`src/rtl/acsp_pkg.sv`:
```
package acsp_pkg;
	localparam int          WORD_BITS      = 16;
	localparam int          CLK_MHZ        = 40;
	localparam int          CONVERT_START_N_TIME_NS   = 10000;
	localparam int          CONVERT_START_N_CYCLES    = (CONVERT_START_N_TIME_NS * CLK_MHZ) / 1000;
	localparam int          EARLY_CYCLES   = 2;
	localparam int          SCLK_DIV       = 4;
	localparam logic [15:0] RESULT_INIT    = 16'h0000;
	localparam logic [15:0] RESULT_STEP    = 16'h0001;
	localparam int          IRQ_DONE_BIT   = 0;
	localparam int          IRQ_READ_BIT   = 1;
	localparam logic [1:0]  ADDR_STATUS    = 2'h0;
	localparam logic [1:0]  ADDR_MASK      = 2'h1;
	localparam logic [1:0]  ADDR_RESULT    = 2'h2;
	localparam logic [1:0]  ADDR_STATE     = 2'h3;

	typedef struct packed {
		logic convert_start_n;
		logic port_select_n;
		logic serial_clocking_select;
		logic shift_clock;
	} acsp_pins_t;

	// Synchroniser reset levels match idle pins, so no false shift-clock edge follows reset
	localparam acsp_pins_t PINS_IDLE = '{convert_start_n: 1'b1, port_select_n: 1'b1,
	                                     serial_clocking_select: 1'b0, shift_clock: 1'b0};
endpackage

```
`src/rtl/acsp_top.sv`:
```
`timescale 1ns/1ps
module acsp_top (
	input  wire logic              clk_i,
	input  wire logic              reset_i,
	input  wire acsp_pkg::acsp_pins_t pins_i,
	input  wire logic [15:0]       sample_i,
	input  wire logic [1:0]        reg_addr_i,
	input  wire logic [15:0]       reg_wdata_i,
	input  wire logic              reg_write_i,
	input  wire logic              reg_read_i,
	output logic [15:0]            reg_rdata_o,
	output logic                   conversion_done_n_o,
	output logic                   serial_result_out_o,
	output logic                   serial_result_oe_o,
	output logic                   shift_clock_o,
	output logic                   shift_clock_oe_o,
	output logic                   irq_o
);
	typedef enum logic [1:0] {ST_IDLE, ST_CONVERT, ST_HOLD} acsp_state_t;

	acsp_pkg::acsp_pins_t meta_r;
	acsp_pkg::acsp_pins_t sync_r;
	logic                 sclk_prev_r;
	acsp_state_t          state_r;
	logic [15:0]          count_r;
	logic [15:0]          shift_r;
	logic [4:0]           bits_left_r;
	logic                 reading_r;
	logic [15:0]          result_r;
	logic                 done_n_r;
	logic [2:0]           div_r;
	logic                 sclk_r;
	logic [1:0]           status_r;
	logic [1:0]           mask_r;
	logic                 ext_rise;
	logic                 int_rise;
	logic                 adv;
	logic                 convert_start_n_end;
	logic                 self_mode;
	logic                 final_adv;

	// Register write decode, shared by the status and mask logic
	function automatic logic reg_hit(input logic       wr,
	                                 input logic [1:0] addr,
	                                 input logic [1:0] target);
		reg_hit = wr && (addr == target);
	endfunction

	// True when this advance moves the last bit of the word out
	function automatic logic last_bit(input logic       step,
	                                  input logic [4:0] left,
	                                  input logic       sel_n);
		last_bit = step && (left == 5'h01) && !sel_n;
	endfunction

	// Two flops on every pin; only the second stage is read
	always_ff @(posedge clk_i) begin
		if (reset_i) begin
			meta_r <= acsp_pkg::PINS_IDLE;
			sync_r <= acsp_pkg::PINS_IDLE;
			sclk_prev_r <= 1'b0;
		end else begin
			meta_r <= pins_i;
			sync_r <= meta_r;
			sclk_prev_r <= sync_r.shift_clock;
		end
	end

	assign self_mode = sync_r.serial_clocking_select;
	assign ext_rise  = sync_r.shift_clock & ~sclk_prev_r;
	assign int_rise  = (div_r == 3'(acsp_pkg::SCLK_DIV - 1)) & ~sclk_r;
	assign adv       = self_mode ? int_rise : ext_rise;
	assign convert_start_n_end  = (state_r == ST_CONVERT) && (count_r == 16'd0);
	assign final_adv = last_bit(adv, bits_left_r, sync_r.port_select_n);

	// Conversion sequencer
	always_ff @(posedge clk_i) begin
		if (reset_i) begin
			state_r  <= ST_IDLE;
			count_r  <= 16'd0;
			result_r <= acsp_pkg::RESULT_INIT;
		end else begin
			case (state_r)
				ST_IDLE: begin
					if (!sync_r.convert_start_n) begin
						state_r <= ST_CONVERT;
						count_r <= 16'(acsp_pkg::CONVERT_START_N_CYCLES - 1);
					end
				end
				ST_CONVERT: begin
					if (count_r == 16'd0) begin
						result_r <= sample_i;
						state_r  <= ST_HOLD;
					end else begin
						count_r <= count_r - 16'd1;
					end
				end
				ST_HOLD: begin
					// Held low at done, a new conversion begins at once
					if (!sync_r.convert_start_n) begin
						state_r <= ST_CONVERT;
						count_r <= 16'(acsp_pkg::CONVERT_START_N_CYCLES - 1);
					end else if (done_n_r) begin
						state_r <= ST_IDLE;
					end
				end
				default: state_r <= ST_IDLE;
			endcase
		end
	end

	// Done flag and serial shifter
	always_ff @(posedge clk_i) begin
		if (reset_i) begin
			done_n_r    <= 1'b1;
			shift_r     <= 16'd0;
			bits_left_r <= 5'd0;
			reading_r   <= 1'b0;
		end else if (convert_start_n_end) begin
			done_n_r    <= 1'b0;
			shift_r     <= sample_i;
			bits_left_r <= 5'(acsp_pkg::WORD_BITS);
			reading_r   <= 1'b0;
		end else if (adv && !sync_r.port_select_n && bits_left_r != 5'd0) begin
			// Unread data is overwritten by the next word, not queued
			shift_r     <= {shift_r[14:0], 1'b0};
			bits_left_r <= bits_left_r - 5'd1;
			reading_r   <= 1'b1;
			if (final_adv) begin
				done_n_r  <= 1'b1;
				reading_r <= 1'b0;
			end
		end else if (state_r == ST_CONVERT && !reading_r && !done_n_r &&
		             count_r == 16'(acsp_pkg::EARLY_CYCLES)) begin
			// A read under way keeps done low; only an untouched word is released
			done_n_r <= 1'b1;
		end
	end

	// Internal shift clock divider, master mode only
	always_ff @(posedge clk_i) begin
		if (reset_i) begin
			div_r  <= 3'd0;
			sclk_r <= 1'b0;
		end else if (self_mode && !done_n_r) begin
			div_r <= (div_r == 3'(acsp_pkg::SCLK_DIV - 1)) ? 3'd0 : div_r + 3'd1;
			if (div_r == 3'(acsp_pkg::SCLK_DIV - 1)) begin
				sclk_r <= ~sclk_r;
			end
		end else begin
			div_r  <= 3'd0;
			sclk_r <= 1'b0;
		end
	end

	// Pin drivers; tristate follows port select
	always_ff @(posedge clk_i) begin
		if (reset_i) begin
			conversion_done_n_o <= 1'b1;
			serial_result_out_o <= 1'b0;
			serial_result_oe_o  <= 1'b0;
			shift_clock_o       <= 1'b0;
			shift_clock_oe_o    <= 1'b0;
		end else begin
			conversion_done_n_o <= done_n_r;
			serial_result_out_o <= shift_r[15];
			serial_result_oe_o  <= ~sync_r.port_select_n;
			shift_clock_o       <= sclk_r;
			shift_clock_oe_o    <= self_mode & ~sync_r.port_select_n;
		end
	end

	// Sticky events, set wins over write-one clear
	always_ff @(posedge clk_i) begin
		if (reset_i) begin
			status_r <= 2'b00;
		end else begin
			status_r <= (status_r & ~(reg_hit(reg_write_i, reg_addr_i, acsp_pkg::ADDR_STATUS) ?
			            reg_wdata_i[1:0] : 2'b00)) | {final_adv, convert_start_n_end};
		end
	end

	always_ff @(posedge clk_i) begin
		if (reset_i) begin
			mask_r <= 2'b00;
		end else if (reg_hit(reg_write_i, reg_addr_i, acsp_pkg::ADDR_MASK)) begin
			mask_r <= reg_wdata_i[1:0];
		end
	end

	always_ff @(posedge clk_i) begin
		if (reset_i) begin
			irq_o       <= 1'b0;
			reg_rdata_o <= 16'd0;
		end else begin
			irq_o <= |(status_r & mask_r);
			if (reg_read_i) begin
				case (reg_addr_i)
					acsp_pkg::ADDR_STATUS: reg_rdata_o <= {14'd0, status_r};
					acsp_pkg::ADDR_MASK:   reg_rdata_o <= {14'd0, mask_r};
					acsp_pkg::ADDR_RESULT: reg_rdata_o <= result_r;
					default:               reg_rdata_o <= {11'd0, done_n_r, state_r, self_mode,
					                                       reading_r};
				endcase
			end else begin
				reg_rdata_o <= 16'd0;
			end
		end
	end

	done_low_a: assert property (@(posedge clk_i) disable iff (reset_i)
		convert_start_n_end |=> !done_n_r) else $error("done not low after conversion");
	hiz_a: assert property (@(posedge clk_i) disable iff (reset_i)
		sync_r.port_select_n |=> !serial_result_oe_o) else $error("output driven while deselected");
	start_a: assert property (@(posedge clk_i) disable iff (reset_i)
		(state_r == ST_IDLE && !sync_r.convert_start_n) |=> state_r == ST_CONVERT)
		else $error("conversion not started");
	read_end_a: assert property (@(posedge clk_i) disable iff (reset_i)
		(adv && bits_left_r == 5'd1 && !sync_r.port_select_n && !convert_start_n_end) |=> done_n_r)
		else $error("done not high after readout");
	shift_a: assert property (@(posedge clk_i) disable iff (reset_i)
		(adv && bits_left_r != 5'd0 && !sync_r.port_select_n && !convert_start_n_end && !done_n_r)
		|=> shift_r == {$past(shift_r[14:0]), 1'b0}) else $error("bit not advanced");
	clk_oe_a: assert property (@(posedge clk_i) disable iff (reset_i)
		!self_mode |=> !shift_clock_oe_o) else $error("slave drove shift clock");

	// Checker helpers, counted apart from the datapath so they cannot share its faults
	logic [15:0] convert_start_n_len_r;
	logic [4:0]  shifted_r;
	logic [2:0]  sclk_run_r;

	always_ff @(posedge clk_i) begin
		if (reset_i) begin
			convert_start_n_len_r <= 16'h0000;
		end else if (state_r == ST_CONVERT) begin
			convert_start_n_len_r <= convert_start_n_len_r + 16'h0001;
		end else begin
			convert_start_n_len_r <= 16'h0000;
		end
	end

	always_ff @(posedge clk_i) begin
		if (reset_i) begin
			shifted_r <= 5'h00;
		end else if (convert_start_n_end) begin
			shifted_r <= 5'h00;
		end else if (adv && !sync_r.port_select_n && bits_left_r != 5'h00) begin
			shifted_r <= shifted_r + 5'h01;
		end
	end

	always_ff @(posedge clk_i) begin
		if (reset_i || !sclk_r) begin
			sclk_run_r <= 3'h0;
		end else if (sclk_run_r != 3'h7) begin
			sclk_run_r <= sclk_run_r + 3'h1;
		end
	end

	sel_drive_a: assert property (@(posedge clk_i) disable iff (reset_i)
		!sync_r.port_select_n |=> serial_result_oe_o)
		else $error("output not driven while selected");
	desel_hold_a: assert property (@(posedge clk_i) disable iff (reset_i)
		(sync_r.port_select_n && !convert_start_n_end) |=> bits_left_r == $past(bits_left_r))
		else $error("bit shifted while deselected");
	master_oe_a: assert property (@(posedge clk_i) disable iff (reset_i)
		(self_mode && !sync_r.port_select_n) |=> shift_clock_oe_o)
		else $error("master did not drive shift clock");
	sclk_high_a: assert property (@(posedge clk_i) disable iff (reset_i)
		sclk_r |-> sclk_run_r < 3'(acsp_pkg::SCLK_DIV))
		else $error("shift clock high too long");
	slave_sclk_a: assert property (@(posedge clk_i) disable iff (reset_i)
		!self_mode |=> !sclk_r)
		else $error("internal shift clock ran in slave mode");
	busy_hold_a: assert property (@(posedge clk_i) disable iff (reset_i)
		(state_r == ST_CONVERT && count_r != 16'h0000) |=> state_r == ST_CONVERT)
		else $error("conversion cut short");
	restart_a: assert property (@(posedge clk_i) disable iff (reset_i)
		(state_r == ST_HOLD && !sync_r.convert_start_n) |=>
		(state_r == ST_CONVERT && count_r == 16'(acsp_pkg::CONVERT_START_N_CYCLES - 1)))
		else $error("held start did not repeat");
	convert_start_n_len_a: assert property (@(posedge clk_i) disable iff (reset_i)
		convert_start_n_end |-> convert_start_n_len_r == 16'(acsp_pkg::CONVERT_START_N_CYCLES - 1))
		else $error("conversion length wrong");
	done_rise_a: assert property (@(posedge clk_i) disable iff (reset_i)
		$rose(done_n_r) |-> (shifted_r == 5'(acsp_pkg::WORD_BITS)) ||
		(state_r == ST_CONVERT && count_r == 16'(acsp_pkg::EARLY_CYCLES - 1)))
		else $error("done rose at wrong time");
	done_event_a: assert property (@(posedge clk_i) disable iff (reset_i)
		convert_start_n_end |=> status_r[acsp_pkg::IRQ_DONE_BIT])
		else $error("done event not recorded");
	irq_level_a: assert property (@(posedge clk_i) disable iff (reset_i)
		1'b1 |=> irq_o == $past(|(status_r & mask_r)))
		else $error("interrupt level wrong");
	rdata_res_a: assert property (@(posedge clk_i) disable iff (reset_i)
		(reg_read_i && reg_addr_i == acsp_pkg::ADDR_RESULT) |=> reg_rdata_o == $past(result_r))
		else $error("result read wrong");
	rdata_idle_a: assert property (@(posedge clk_i) disable iff (reset_i)
		!reg_read_i |=> reg_rdata_o == 16'h0000)
		else $error("read data outside read cycle");
endmodule // acsp_top

```
`config.mk`:
```
export PLATFORM = sky130hd
export DESIGN_NAME = acsp_top
export DESIGN_NICKNAME = d
export VERILOG_FILES = /design/src/rtl/acsp_pkg.sv /design/src/rtl/acsp_top.sv
export SDC_FILE = /design/constraint.sdc
export NUM_CORES = 1
export LEC_CHECK = 0
export BUFFER_PORTS_ARGS = -buffer_cell sky130_fd_sc_hd__buf_2
export CORE_UTILIZATION = 28
export DETAILED_ROUTE_END_ITERATION = 8
export GPL_ROUTABILITY_DRIVEN = 0
export PLACE_DENSITY_LB_ADDON = 0.05
export SLEW_MARGIN = 20
export SYNTH_ARGS = -nofsm -noshare
export SYNTH_HDL_FRONTEND = slang
export SYNTH_SLANG_ARGS = --single-unit
```
`constraint.sdc`:
```
create_clock -name clk_i -period 6.1 [get_ports clk_i]
set_clock_uncertainty 0.2 [all_clocks]
set_input_delay 1.22 -clock clk_i [delete_from_list [all_inputs] [get_ports clk_i]]
set_output_delay 1.22 -clock clk_i [all_outputs]
set_load 0.05 [all_outputs]
```
==> results of run 1 <==
==> cell type report <==
class                           count  area (um^2)  area share
Clock buffer                        9          225      0.0492
Inverter                           11         41.3     0.00903
Clock inverter                      7         53.8      0.0118
Timing Repair Buffer               54          283      0.0618
Sequential cell                    96         1920       0.420
Multi-Input combinational cell    289         1820       0.399
Tap cell                          180          225      0.0492
==> kinds of logic after synthesis <==
| family | synth area share |
|---|---|
| compound gates | 0.175 |
| xor+xnor | 0.00221 |
| buf+inv | 0.0528 |
| mux | 0.0316 |
| fa+ha+maj | 0.0190 |
| simple gates | 0.233 |
| flops | 0.486 |
==> synth_stat cells (11+ instances only) <==
cell type  instances
dfxtp_1           96
nor2_1            20
nand3_1           36
o21ai_0           36
a311oi_1          18
a21oi_1           32
nand2_1           14
clkbuf_1          21
nor3_1            23
and2_1            14
inv_1             11
or2_2             11
==> layout by cell type, fill, tap and decap left out, drive strengths merged, types with 15 or more instances in the layout <==
cell	count
nor2	20
nor3	23
buf	54
dfxtp	96
a311oi	18
o21ai	37
nand3	36
nand2	15
a21oi	32
==> state kept, by name, indices dropped and copies added, names as in the netlist, 2 cells and up <==
signal	flops
reg_rdata_o	16
sync_r	3
shift_r	16
bits_left_r	5
div_r	3
mask_r	2
count_r	16
meta_r	4
status_r	2
result_r	16
state_r	2
==> power breakdown <==
part / total, mW / switching [mW] / leakage (nW) / internal [mW]
sequential: 0.668 / 0.0187 / 0.778 / 0.649
combinational: 0.195 / 0.138 / 0.777 / 0.0572
clock: 0.547 / 0.266 / 0.134 / 0.281
total: 1.41 / 0.423 / 1.69 / 0.988
==> per-layer routing <==
layer	vias to the layer above	part of all wire	wire length, um
met5	-	0	0
met4	0	0.014	142
met3	10	0.041	421
met2	56	0.44	4580
met1	1534	0.50	5220
li1	1636	-	-
==> per-stage QoR <==
| step | worst slack [ns] | hold WS (ns) |
|---|---|---|
| 5_1_grt | 3.06 | 0.241 |
| 3_5_place_dp | 3.26 | 0.195 |
| 2_1_floorplan | 3.66 | 0.189 |
| 4_1_cts | 3.31 | 0.205 |
| 3_3_place_gp | 3.28 | 0.197 |
| 6_report | 3.33 | 0.202 |
==> final timing paths <==
kind / startpoint / endpoint / slack (ns) / cells past startpoint
hold / removal: meta_r[3]$_SDFF_PP1_ / sync_r[3]$_SDFF_PP1_ / 0.20 / 1
setup / recovery: count_r[0]$_SDFFE_PP0P_ / shift_r[13]$_SDFFE_PP0P_ / 3.33 / 6
hold reg to reg: meta_r[3]$_SDFF_PP1_ / sync_r[3]$_SDFF_PP1_ / 0.20 / 1
setup reg to reg: count_r[0]$_SDFFE_PP0P_ / shift_r[13]$_SDFFE_PP0P_ / 3.33 / 6
==> summary.txt, run 1 <==
status: completed
CTS Root Cell: clkbuf_16
Top Usage Layer GRT: met2
Bufs and invs on worst path: 1
Yosys cell types: 53
Die Height: 121 um
synthesized area: 0.00396 mm^2
initial detailed-routing violation count: 200
Slew @ Worst Pin: 0.903 ns
gr usage total: 0.152
Synth Area per Inst: 9.20 um^2
postcts setup bufs: 0
ys async rst share: 0
final slew viol count: 0
Synth area leaders: dfxtp_1 (49%), nand3_1 (4.6%), o21ai_0 (4.6%), a21oi_1 (4.0%), a311oi_1 (4.0%)
Syn Nets: 478
hold-fix buffer count after cts: 0
critical path type: reg -> reg
maximum vdd drop: 0.184 mV
clock buffer depth: 2
clk_lat worst skew: 0.35 ns
antenna violations before repair: 0
# port buffers: 49
synthesized flop and latch total: 96
M3 GR Usage: 0.0381
std cell rows: 43
Post-Syn Instances: 430
placed inst area: 0.00430 mm^2
crit end category: register
Die ar.: 0.0146 mm^2
main flop type after synthesis: dfxtp_1
antenna cells: 0
register area share after synthesis: 0.486
Final Hold Viols: 0
clk sinks: 96
Worst-path clk slew: 0.07 ns
RSZ-0062 raised after global routing: false
crit-path max cell delay: 0.82 ns
clock period minus worst slack: 2.77 ns
Setup crit start kind: register
post-route cell area: 0.00457 mm^2
die width: 121 um
crit-path cells: inv_1 -> ha_1 -> nor3b_2 -> and4_1 -> nand2_4 -> a311oi_1
final cell utilization of the core: 0.331
nets: 509
HP Class: reg -> reg
Pwr Total: 1.41 mW
drt wl/cell: 16.0 um
CTS tree: yes
Ports: 64
dpl hpwl: 6640 um
Rel. slew slack: 0.398
vias per std cell: 5.01
CTS Buf Count: 9
vias: 3236
initial core utilization: 0.286
power per cell area: 308 mW/mm^2
CP max FO: 19
drt drc: 0
Core ar.: 0.0138 mm^2
Post-synth EDFFs: 0
drt pass-1 iters: 4
WP data arrival: 2.83 ns
first-pass GRT wire length: 16900 um
warning count from the yosys run: 0
critical path's slowest cell: and4_1
CP top delay family: simple AND/OR/NAND/NOR gates
Max Freq: 0.361 GHz
setup-violating endpoint count in the final report: 0
TNS Setup: 0 ns
met2 Track Usage GR: 0.228
# Max-Cap Violations: 0
final wirelength: 10400 um
top cell type's share of synthesized area: 0.486
share of cells above drive strength 1: 0.195
vias in the first global route: 3070
pin count of the biggest net entering global routing: 62
Syn-to-layout area delta: 15.7%
Yosys top cell by area: dfxtp_1
final worst path period share: 0.454
post_cts resized: 0
grt total ovfl: 0
P_leak: 1.69 nW
# placed instances: 630
routing usage on met1: 0.212
CP required: 6.15 ns
number of fill cells: 1439
Finished Layout Cells: 646
H-tree Lvls: 3
Post-DRT Antenna Nets: 0
No activity file was read; power rests on OpenSTA's default activity.
==> inputs of run 2 (changes only) <==
Clock period 6.1 ns to 2.8 ns, I/O delays scaled along.
==> summary.txt, run 2 (synthesis gave the netlist of run 1 again) <==
most frequent cells in the layout: dfxtp_1 (96), buf_2 (49), nand3_1 (36), o21ai_0 (36), a21oi_1 (32)
Ports: 64
Reg-to-Reg Start: div_r[0]$_SDFF_PP0_
CP top delay family: simple AND/OR/NAND/NOR gates
critical path type: reg -> reg
H-tree Lvls: 3
setup-violating endpoint count in the final report: 0
maximum vdd drop: 0.401 mV
share of cells above drive strength 1: 0.206
final wirelength: 10100 um
grt total ovfl: 0
Sequential Area: 0.00192 mm^2
Setup crit start kind: register
RSZ-0062 raised after global routing: false
hold-fix buffer count after cts: 0
R2R depth: 7
R2R Setup Slk: 0.45 ns
reg2reg end: shift_r[1]$_SDFFE_PP0P_
crit-path cells: ha_1 -> ha_1 -> nor4bb_1 -> nor2_1 -> buf_4 -> o21ai_0 -> a311oi_1
postcts setup bufs: 0
most frequent CP cell: ha_1
initial core utilization: 0.286
vias: 3279
crit-path max cell delay: 0.44 ns
number of fill cells: 1435
Slew @ Worst Pin: 0.667 ns
Setup crit end: shift_r[1]$_SDFFE_PP0P_
first-pass GRT wire length: 16800 um
clk sinks: 96
nets: 515
Syn-to-layout area delta: 18.1%
die width: 121 um
P_leak: 1.74 nW
clock period minus worst slack: 2.35 ns
Final Hold Viols: 0
power per cell area: 694 mW/mm^2
final cell utilization of the core: 0.338
# port buffers: 49
antenna cells: 0
Worst Setup SP: div_r[0]$_SDFF_PP0_
drt pass-1 iters: 4
post_cts resized: 0
pin count of the biggest net entering global routing: 59
Worst-path clk slew: 0.07 ns
Pwr Total: 3.24 mW
vias per std cell: 5.03
antenna violations before repair: 0
Post-DRT Antenna Nets: 0
commonest non-fill, non-tap cell in the layout: dfxtp_1
final worst path period share: 0.841
Die ar.: 0.0146 mm^2
critical path's slowest cell: nor2_1
crit end category: register
clock buffer depth: 2
Core ar.: 0.0138 mm^2
CP required: 2.85 ns
std cell rows: 43
gr usage total: 0.150
clk_lat worst skew: 0.35 ns
initial detailed-routing violation count: 211
drt wl/cell: 15.4 um
WP data arrival: 2.41 ns
CTS Buf Count: 9
CP max FO: 16
TNS Setup: 0 ns
Rel. slew slack: 0.555
CTS tree: yes
dpl hpwl: 6770 um
drt drc: 0
Max Freq: 0.425 GHz
final slew viol count: 0
vias in the first global route: 3203
# Max-Cap Violations: 0
Die Height: 121 um
Bufs and invs on worst path: 1
HP Class: in -> reg
Critical Path Stages: 7
status: completed
CTS Root Cell: clkbuf_16
Multi-input gate area: 0.00182 mm^2
run 2: per-layer routing:
layer / track usage / routed length (um) / up-vias
met3: 0.0446 / 558 / 11
li1: - / - / 1651
met4: 0.0525 / 192 / 0
met2: 0.222 / 4340 / 86
met5: 0 / 0 / -
met1: 0.204 / 4960 / 1531
run 2: cell type report:
class	count	share of cell area
clock buffer	10	0.0512
clock inverter	6	0.0193
inverter	11	0.00884
multi-input combinational	289	0.391
sequential	96	0.412
tap	180	0.0482
timing repair buffer	60	0.0702
run 2: power breakdown:
| group | leakage, nW | switching (mW) | total (mW) | internal (mW) |
|---|---|---|---|---|
| Sequential | 0.778 | 0.0398 | 1.45 | 1.42 |
| Combinational | 0.807 | 0.297 | 0.433 | 0.136 |
| Clock | 0.159 | 0.542 | 1.35 | 0.810 |
run 2: how the worst min path moves through the flow:
stage	startpoint	to	slack, ns	cells past startpoint
after global routing	pins_i[3]	meta_r[3]$_SDFF_PP1_	0.18	2
after detailed placement	meta_r[2]$_SDFF_PP1_	sync_r[2]$_SDFF_PP1_	0.20	1
after floorplan	meta_r[2]$_SDFF_PP1_	sync_r[2]$_SDFF_PP1_	0.19	1
final	pins_i[2]	meta_r[2]$_SDFF_PP1_	0.20	2
after global placement	meta_r[2]$_SDFF_PP1_	sync_r[2]$_SDFF_PP1_	0.20	1
after CTS	pins_i[2]	meta_r[2]$_SDFF_PP1_	0.18	2
run 2: metrics by stage:
step	hold slack [ns]	cells	setup slack (ns)	cell area, um^2
5_1_grt	0.181	652	0.181	4670
6_report	0.197	652	0.446	4670
2_1_floorplan	0.189	430	0.750	3960
3_5_place_dp	0.197	636	0.435	4340
3_3_place_gp	0.198	636	0.456	4340
4_1_cts	0.182	652	0.435	4670
run 2: worst register-to-register path, cell delays in order, from the launching register on:
cell      delay [ns]
dfxtp_1         0.31
ha_1            0.19
ha_1            0.24
nor4bb_1        0.16
nor2_1          0.44
buf_4           0.31
o21ai_0         0.10
a311oi_1        0.31
